--- src/include/tmr_pkg.sv ---
// shared constants and types for the dual timer/event counter
package tmr_pkg;

   // ==========================================================
   // clocking
   localparam int unsigned SYS_CLK_HZ   = 200_000_000;
   localparam int unsigned SLOW_CLK_HZ  = 32768;
   // rounds down; the slow tick runs a hair fast
   localparam int unsigned SLOW_DIV     = SYS_CLK_HZ / SLOW_CLK_HZ;
   localparam logic [1:0]  FAST_DIV_END = 2'h3;

   // ==========================================================
   // register offsets
   localparam logic [7:0] OFS_CNT0_HIGH  = 8'h0C;
   localparam logic [7:0] OFS_CNT0_LOW   = 8'h0D;
   localparam logic [7:0] OFS_CTRL0      = 8'h0E;
   localparam logic [7:0] OFS_CNT1_HIGH  = 8'h0F;
   localparam logic [7:0] OFS_CNT1_LOW   = 8'h10;
   localparam logic [7:0] OFS_CTRL1      = 8'h11;
   localparam logic [7:0] OFS_IRQ_FIRST  = 8'h12;
   localparam logic [7:0] OFS_IRQ_SECOND = 8'h13;

   // ==========================================================
   // fields and reset values
   localparam int unsigned IRQ0_FLAG_POS = 6;
   localparam int unsigned IRQ1_FLAG_POS = 4;
   localparam logic [7:0]  CTRL0_MASK    = 8'hDF;
   localparam logic [7:0]  CTRL1_MASK    = 8'hF8;
   localparam logic [7:0]  CTRL_RESET    = 8'h00;
   localparam logic [15:0] CNT_RESET     = 16'h0000;
   localparam logic [15:0] CNT_MAX       = 16'hFFFF;

   localparam logic [1:0] MODE_OFF   = 2'b00;
   localparam logic [1:0] MODE_EVENT = 2'b01;
   localparam logic [1:0] MODE_TIMER = 2'b10;
   localparam logic [1:0] MODE_PULSE = 2'b11;

   // ==========================================================
   // types
   typedef struct packed {
      logic [1:0] mode;
      logic       source;
      logic       run;
      logic       edge_sel;
      logic [2:0] psc;
   } ctrl_t;

   typedef struct packed {
      logic       wr;
      logic       rd;
      logic [7:0] addr;
      logic [7:0] wdata;
   } reg_req_t;

   typedef enum logic {PW_WAIT, PW_MEASURE} pw_state_t;

endpackage

--- src/rtl/count_core.sv ---
// 16-bit up counter with preload and overflow reload
`timescale 1ns/100ps
`default_nettype none
module count_core
   import tmr_pkg::*;
(
   // clock and reset
   input  wire logic        clk,
   input  wire logic        rst_n,
   // control
   input  wire logic        tick,
   input  wire logic        running,
   input  wire logic        wr_pre,
   input  wire logic [15:0] pre_val,
   // state
   output logic [15:0]      count,
   output logic [15:0]      preload,
   output logic             overflow
);
   logic [15:0] next_count;
   logic [15:0] next_preload;
   logic        next_overflow;

   always_comb
   begin
      next_count    = count;
      next_preload  = preload;
      next_overflow = 1'b0;
      if (wr_pre)
      begin
         next_preload = pre_val;
         if (!running)
            next_count = pre_val;
      end
      if (tick)
      begin
         if (count == CNT_MAX)
         begin
            next_count    = preload;
            next_overflow = 1'b1;
         end
         else
            next_count = count + 16'h0001;
      end
   end

   always_ff @(posedge clk or negedge rst_n)
   begin
      if (!rst_n)
      begin
         count    <= CNT_RESET;
         preload  <= CNT_RESET;
         overflow <= 1'b0;
      end
      else
      begin
         count    <= next_count;
         preload  <= next_preload;
         overflow <= next_overflow;
      end
   end
endmodule
`default_nettype wire

--- src/rtl/dual_timer.sv ---
// two 16-bit timer/event counters with register port
`timescale 1ns/100ps
`default_nettype none
module dual_timer
   import tmr_pkg::*;
#(
   parameter int unsigned SLOW_DIV_CYCLES = SLOW_DIV
)
(
   // clock and reset
   input  wire logic     sys_clk,
   input  wire logic     rst_b,
   // register port
   input  wire reg_req_t bus_req,
   output logic [7:0]    rd_data,
   // counter input pins
   input  wire logic     counter0_input_pin,
   input  wire logic     counter1_input_pin,
   // overflow events
   output logic          overflow0,
   output logic          overflow1,
   output logic          wake_up,
   output logic          timer0_irq_flag,
   output logic          timer1_irq_flag
);
   localparam int SLOW_W = $clog2(SLOW_DIV_CYCLES + 1);
   localparam logic [SLOW_W-1:0] SLOW_END = SLOW_W'(SLOW_DIV_CYCLES - 1);

   // ==========================================================
   // reset release
   logic [1:0] rst_pipe;
   logic       rst_n;

   always_ff @(posedge sys_clk or negedge rst_b)
   begin
      if (!rst_b)
         rst_pipe <= 2'b00;
      else
         rst_pipe <= {rst_pipe[0], 1'b1};
   end
   assign rst_n = rst_pipe[1];

   // ==========================================================
   // internal count clocks
   logic [6:0]        psc_cnt;
   logic [6:0]        next_psc_cnt;
   logic [6:0]        psc_mask;
   logic [1:0]        fast_cnt;
   logic [1:0]        next_fast_cnt;
   logic [SLOW_W-1:0] slow_cnt;
   logic [SLOW_W-1:0] next_slow_cnt;
   logic              fast_tick;
   logic              slow_tick;
   logic [1:0]        int_tick;
   ctrl_t             ctrl [2];

   always_comb
   begin
      next_psc_cnt  = psc_cnt + 7'h01;
      next_fast_cnt = fast_cnt + 2'h1;
      next_slow_cnt = (slow_cnt == SLOW_END) ? '0 : slow_cnt + SLOW_W'(1);
   end

   always_ff @(posedge sys_clk or negedge rst_n)
   begin
      if (!rst_n)
      begin
         psc_cnt  <= 7'h00;
         fast_cnt <= 2'h0;
         slow_cnt <= '0;
      end
      else
      begin
         psc_cnt  <= next_psc_cnt;
         fast_cnt <= next_fast_cnt;
         slow_cnt <= next_slow_cnt;
      end
   end

   // tick once every 2^psc cycles
   assign psc_mask    = 7'((8'h01 << ctrl[0].psc) - 8'h01);
   assign int_tick[0] = &(psc_cnt | ~psc_mask);
   assign fast_tick   = (fast_cnt == FAST_DIV_END);
   assign slow_tick   = (slow_cnt == SLOW_END);
   assign int_tick[1] = ctrl[1].source ? slow_tick : fast_tick;

   // ==========================================================
   // per timer logic
   logic [1:0]  pins;
   logic [1:0]  rise;
   logic [1:0]  fall;
   logic [1:0]  cnt_tick;
   logic [1:0]  wr_pre;
   logic [1:0]  ctrl_wr;
   logic [1:0]  pw_stop;
   logic [1:0]  ovf;
   logic [15:0] cnt [2];
   logic [15:0] preload [2];
   logic [7:0]  lowbuf [2];
   pw_state_t   pw [2];

   assign pins = {counter1_input_pin, counter0_input_pin};

   for (genvar i = 0; i < 2; i++)
   begin : g_tmr
      localparam logic [7:0] OFS_HIGH = (i == 0) ? OFS_CNT0_HIGH : OFS_CNT1_HIGH;
      localparam logic [7:0] OFS_LOW  = (i == 0) ? OFS_CNT0_LOW : OFS_CNT1_LOW;
      localparam logic [7:0] OFS_CTRL = (i == 0) ? OFS_CTRL0 : OFS_CTRL1;
      localparam logic [7:0] MASK     = (i == 0) ? CTRL0_MASK : CTRL1_MASK;

      ctrl_t     next_ctrl;
      logic [7:0] next_lowbuf;
      pw_state_t next_pw;
      logic      start_edge;
      logic      stop_edge;
      logic      pw_on;

      edge_detect u_edge
      (
         .clk  (sys_clk),
         .rst_n(rst_n),
         .pin  (pins[i]),
         .rise (rise[i]),
         .fall (fall[i])
      );

      assign wr_pre[i]  = bus_req.wr && (bus_req.addr == OFS_HIGH);
      assign ctrl_wr[i] = bus_req.wr && (bus_req.addr == OFS_CTRL);
      assign start_edge = ctrl[i].edge_sel ? rise[i] : fall[i];
      assign stop_edge  = ctrl[i].edge_sel ? fall[i] : rise[i];
      assign pw_on      = ctrl[i].run && (ctrl[i].mode == MODE_PULSE);

      // tick selection by mode
      always_comb
      begin
         unique case (ctrl[i].mode)
            MODE_EVENT: cnt_tick[i] = ctrl[i].run &&
                           (ctrl[i].edge_sel ? fall[i] : rise[i]);
            MODE_TIMER: cnt_tick[i] = ctrl[i].run && int_tick[i];
            MODE_PULSE: cnt_tick[i] = pw_on && (pw[i] == PW_MEASURE) &&
                           int_tick[i];
            MODE_OFF:   cnt_tick[i] = 1'b0;
         endcase
      end

      // pulse width sequencing, armed by run together with pulse mode
      always_comb
      begin
         next_pw    = pw[i];
         pw_stop[i] = 1'b0;
         if (!pw_on)
            next_pw = PW_WAIT;
         else
         begin
            unique case (pw[i])
               PW_WAIT:
                  if (start_edge)
                     next_pw = PW_MEASURE;
               PW_MEASURE:
                  if (stop_edge)
                  begin
                     pw_stop[i] = 1'b1;
                     next_pw    = PW_WAIT;
                  end
            endcase
         end
      end

      always_comb
      begin
         next_ctrl   = ctrl[i];
         next_lowbuf = lowbuf[i];
         if (pw_stop[i])
            next_ctrl.run = 1'b0;
         if (ctrl_wr[i])
            next_ctrl = ctrl_t'(bus_req.wdata & MASK);
         if (bus_req.wr && (bus_req.addr == OFS_LOW))
            next_lowbuf = bus_req.wdata;
         if (bus_req.rd && (bus_req.addr == OFS_HIGH))
            next_lowbuf = cnt[i][7:0];
      end

      always_ff @(posedge sys_clk or negedge rst_n)
      begin
         if (!rst_n)
         begin
            ctrl[i]   <= ctrl_t'(CTRL_RESET);
            lowbuf[i] <= 8'h00;
            pw[i]     <= PW_WAIT;
         end
         else
         begin
            ctrl[i]   <= next_ctrl;
            lowbuf[i] <= next_lowbuf;
            pw[i]     <= next_pw;
         end
      end

      count_core u_core
      (
         .clk     (sys_clk),
         .rst_n   (rst_n),
         .tick    (cnt_tick[i]),
         .running (ctrl[i].run),
         .wr_pre  (wr_pre[i]),
         .pre_val ({bus_req.wdata, lowbuf[i]}),
         .count   (cnt[i]),
         .preload (preload[i]),
         .overflow(ovf[i])
      );
   end

   // ==========================================================
   // request flags, wake-up and read port
   logic       next_irq0;
   logic       next_irq1;
   logic       next_wake;
   logic [7:0] next_rd;

   always_comb
   begin
      next_irq0 = timer0_irq_flag;
      next_irq1 = timer1_irq_flag;
      if (bus_req.wr && (bus_req.addr == OFS_IRQ_FIRST))
         next_irq0 = bus_req.wdata[IRQ0_FLAG_POS];
      if (bus_req.wr && (bus_req.addr == OFS_IRQ_SECOND))
         next_irq1 = bus_req.wdata[IRQ1_FLAG_POS];
      // set wins over a clearing write
      if (ovf[0])
         next_irq0 = 1'b1;
      if (ovf[1])
         next_irq1 = 1'b1;
      next_wake = ovf[0] | ovf[1];
      next_rd   = 8'h00;
      if (bus_req.rd)
      begin
         unique case (bus_req.addr)
            OFS_CNT0_HIGH:  next_rd = cnt[0][15:8];
            OFS_CNT0_LOW:   next_rd = lowbuf[0];
            OFS_CTRL0:      next_rd = ctrl[0] & CTRL0_MASK;
            OFS_CNT1_HIGH:  next_rd = cnt[1][15:8];
            OFS_CNT1_LOW:   next_rd = lowbuf[1];
            OFS_CTRL1:      next_rd = ctrl[1] & CTRL1_MASK;
            OFS_IRQ_FIRST:  next_rd = 8'(timer0_irq_flag) << IRQ0_FLAG_POS;
            OFS_IRQ_SECOND: next_rd = 8'(timer1_irq_flag) << IRQ1_FLAG_POS;
            default:        next_rd = 8'h00;
         endcase
      end
   end

   always_ff @(posedge sys_clk or negedge rst_n)
   begin
      if (!rst_n)
      begin
         timer0_irq_flag <= 1'b0;
         timer1_irq_flag <= 1'b0;
         wake_up         <= 1'b0;
         rd_data         <= 8'h00;
      end
      else
      begin
         timer0_irq_flag <= next_irq0;
         timer1_irq_flag <= next_irq1;
         wake_up         <= next_wake;
         rd_data         <= next_rd;
      end
   end

   assign overflow0 = ovf[0];
   assign overflow1 = ovf[1];

   // ==========================================================
   // assertions
   logic pw_on_0;
   assign pw_on_0 = ctrl[0].run && ctrl[0].mode == MODE_PULSE;
endmodule
`default_nettype wire

--- src/rtl/edge_detect.sv ---
// registered input pin with rising and falling edge pulses
`timescale 1ns/100ps
`default_nettype none
module edge_detect
(
   // clock and reset
   input  wire logic clk,
   input  wire logic rst_n,
   // pin and edges
   input  wire logic pin,
   output logic      rise,
   output logic      fall
);
   logic prev;
   logic primed;

   // no edge before the first sample is known
   assign rise = primed & pin & ~prev;
   assign fall = primed & ~pin & prev;

   always_ff @(posedge clk or negedge rst_n)
   begin
      if (!rst_n)
      begin
         prev   <= 1'b0;
         primed <= 1'b0;
      end
      else
      begin
         prev   <= pin;
         primed <= 1'b1;
      end
   end
endmodule
`default_nettype wire
--- config.mk ---
export PLATFORM = sky130hd
export DESIGN_NAME = dual_timer
export DESIGN_NICKNAME = d
export VERILOG_FILES = /design/src/include/tmr_pkg.sv /design/src/rtl/count_core.sv /design/src/rtl/dual_timer.sv /design/src/rtl/edge_detect.sv
export SDC_FILE = /design/constraint.sdc
export NUM_CORES = 1
export LEC_CHECK = 0
export BUFFER_PORTS_ARGS = -buffer_cell sky130_fd_sc_hd__buf_2
export CORE_ASPECT_RATIO = 1.4
export CORE_MARGIN = 1
export CORE_UTILIZATION = 55
export CTS_CLUSTER_SIZE = 30
export DETAILED_ROUTE_END_ITERATION = 6
export GPL_TIMING_DRIVEN = 1
export PLACE_DENSITY = 0.83
export REMOVE_ABC_BUFFERS = 1
export SLEW_MARGIN = 10
export SYNTH_ARGS = -nofsm -noshare
export SYNTH_HDL_FRONTEND = slang
export SYNTH_SLANG_ARGS = --single-unit
--- constraint.sdc ---
create_clock -name sys_clk -period 5.46 [get_ports sys_clk]
set_input_delay 0.546 -clock sys_clk [delete_from_list [all_inputs] [get_ports sys_clk]]
set_output_delay 0.546 -clock sys_clk [all_outputs]
set_load 0.01 [all_outputs]
==> out/summary.txt <==
status: finished with violations
failing checks: design-rule violations
Yosys top cell by area: dfrtp_1
Post-synth top flop: dfrtp_1
die area: 13300 sq um
Commonest cells post-synth: dfrtp_1, nor2_1, mux2_2, a21oi_1, nand2_1
Sink Count: 134
Worst-Margin Slew: 0.889 ns
FP Rows: 48
I/O pin total: 35
Yosys warning count: 0
Placement Cell Area: 7300 sq um
initial antenna violation count: 0
Clock Pin Slew Worst Setup and Hold Paths: 0.06 ns
WL met3: 1090 um
endpoints failing setup: 0
final hold violations: 0
layout cells sized above 1: 20.9%
leakage power: 3.75 nW
Max Freq: 300 MHz
WP data arrival: 3.63 ns
final worst setup slack: 2.13 ns
Skew-Pair Late Insertion Delay: 0.43 ns
Die H: 136 um
#FFs+latches synth: 134
M1 WL: 6550 um
CTS H-Tree Depth: 4
Initial Util: 57.0%
largest net degree at the start of global routing: 69
final period utilization: 61.0%
Initial DRC Count: 507
Max Slew Vio Count: 0
first-pass GRT wire length: 28800 um
Nets: 723
RD Place Congestion: 0.917
Routed WL: 17400 um
Routed Antenna Nets: 0
cts bufs inserted: 17
core area: 12400 sq um
Max Cap Viol: 0
CP Launch Type: register
vias: 5499
Clock Tree Buf Depth: 2
ranking of synthesized cells by area: dfrtp_1, mux2_2, mux2i_1
final setup TNS: 0 ns
vias in the first global route: 5733
CP endpoint kind: register
via/cell ratio: 6.42
crit path max-delay cell type: a21oi_2
WP data required: 5.77 ns
Slew headroom: 40.8%
DRC Markers: 3
met2 routed WL: 8970 um
Syn Area/Cell: 10.6 sq um
DR top layer: met4
RSZ-0062 raised after global routing: no
ys async rst share: 100%
number of synthesized flops with an enable pin: 0
Layout area overhead: 11.9%
Remaining Overflow, GRT: 0
area share of the largest cell type after synthesis: 47.3%
post-synth cell types: 79
Critical Path Max Stage Delay: 0.73 ns
wire per inst: 20.3 um
peak supply drop: 150 uV
minimum clock period: 3.33 ns
Die Span X: 97.9 um
total track usage: 28.2%
finished layout cell area: 7930 sq um
Seq/Total Area, Yosys: 47.3%
Pre-antenna DRT Iters: 7
top-count cell post-synth: dfrtp_1
Inserted Diodes: 0
Post-Syn Area: 7090 sq um
Setup CP Type: register to register
HPWL Detailed: 11900 um
Hold Crit Class: input port to register
Max FO, Critical Path: 19
TritonCTS clock tree: done
pwr/cell area: 311 nW/um^2
port bufs: 34
Final Skew: 0.0127 ns
CP Cell Sequence: or3_4 -> ha_1 -> nor4bb_1 -> o21ai_0 -> o2111ai_1 -> a21oi_2 -> buf_4 -> o21ai_2 -> a221o_1
Synth Instances: 670
Root Buffer: clkbuf_16
post_cts resized: 0
worst slack, placed: 2.22 ns
==> report_power, final <==
part | switching (mW) | internal, mW | total (mW) | leakage (nW)
Sequential | 0.0761 | 1.04 | 1.12 | 1.82
Clock | 0.452 | 0.748 | 1.20 | 0.297
Combinational | 0.0794 | 0.0707 | 0.150 | 1.63
Total | 0.607 | 1.86 | 2.46 | 3.75
==> cell usage in the layout, fill, tap and decap left out, types with 4 or more instances in the layout <==
master,n
dfrtp_1,133
nor2_1,70
mux2_2,49
a21oi_1,46
nand2_1,44
mux2i_1,39
buf_2,34
nand3_1,27
o21ai_0,23
clkbuf_16,17
xnor2_1,16
xor2_1,15
inv_1,14
nor2b_1,11
nand4_1,10
a211oi_1,10
and3_1,9
nor3_1,7
ha_1,7
mux4_2,5
a31oi_1,5
o21ai_1,5
a22oi_1,4
o2111ai_1,4
and4_1,4
a211oi_2,4
inv_6,4
==> state kept, by name, indices dropped and copies added, names as in the netlist, 7 cells and up <==
register              count
ctrl                     12
g_tmr.u_core.count       32
g_tmr.u_core.preload     32
lowbuf                   16
psc_cnt                   7
rd_data                   8
slow_cnt                 13
==> final timing paths <==
kind                                     from                        end  slack, ns  depth (start not counted)
setup / recovery                      ctrl[9]  g_tmr[0].u_core.count[13]       2.13                          9
hold / removal             counter0_input_pin       g_tmr[0].u_edge.prev       0.28                          1
setup reg to reg                      ctrl[9]  g_tmr[0].u_core.count[13]       2.13                          9
hold reg to reg                   rst_pipe[0]                rst_pipe[1]       0.35                          0
max in group asynchronous         rst_pipe[1]            timer1_irq_flag       3.65                          1
min in group asynchronous         rst_pipe[1]                fast_cnt[0]       0.42                          0
==> cell families (layout without fill, tap and decap cells) <==
family	count (synthesis)	count (layout)	share of synthesized area, %
AND/OR/NAND/NOR	222	222	17.0
AO/OA/AOI/OAI	134	134	12.4
flip-flops	134	134	47.3
multiplexers	93	93	14.9
buffers and inverters	48	84	3.25
XOR/XNOR	31	31	3.83
adder cells (fa/ha/maj)	7	7	1.24
other	1	2	0.0529
==> final cells by class <==
class                   count  area, sq um
inverters                  14         52.6
fillers                   918         4500
well taps                 150          188
repair buffers             38          203
clock buffers              19          453
multi-input cells         489         3510
flip-flops and latches    134         3360
clock inverters            13          170
==> metal layers <==
layer	track usage, %	up-vias
met2	48.5	250
met4	17.9	0
li1	-	2474
met5	0	-
met1	31.6	2714
met3	6.58	61
==> metrics by stage <==
stage	utilization (%)	power [mW]	hold WS (ns)	cells
after CTS	63.8	2.47	0.269	857
after detailed placement	58.7	1.28	0.335	824
after floorplan	-	1.20	0.250	637
final	63.8	2.46	0.276	857
after global routing	63.8	2.54	0.277	857
after global placement	58.7	1.27	0.334	824
==> critical path, delay by kind of cell, from the launching register on <==
| kind | cells | cell delay (ns) |
|---|---|---|
| AO/OA/AOI/OAI | 5 | 1.43 |
| AND/OR/NAND/NOR | 2 | 0.62 |
| flip-flops | 1 | 0.52 |
| buffers and inverters | 1 | 0.34 |
| adder cells (fa/ha/maj) | 1 | 0.30 |
==> repair_timing <==
| action | CTS | global route |
|---|---|---|
| endpoints found under the hold margin | 2 | 0 |
| buffers inserted | 0 | 0 |
| hold buffers | 1 | 0 |
Note: power is estimated with default switching activity, not from simulation.
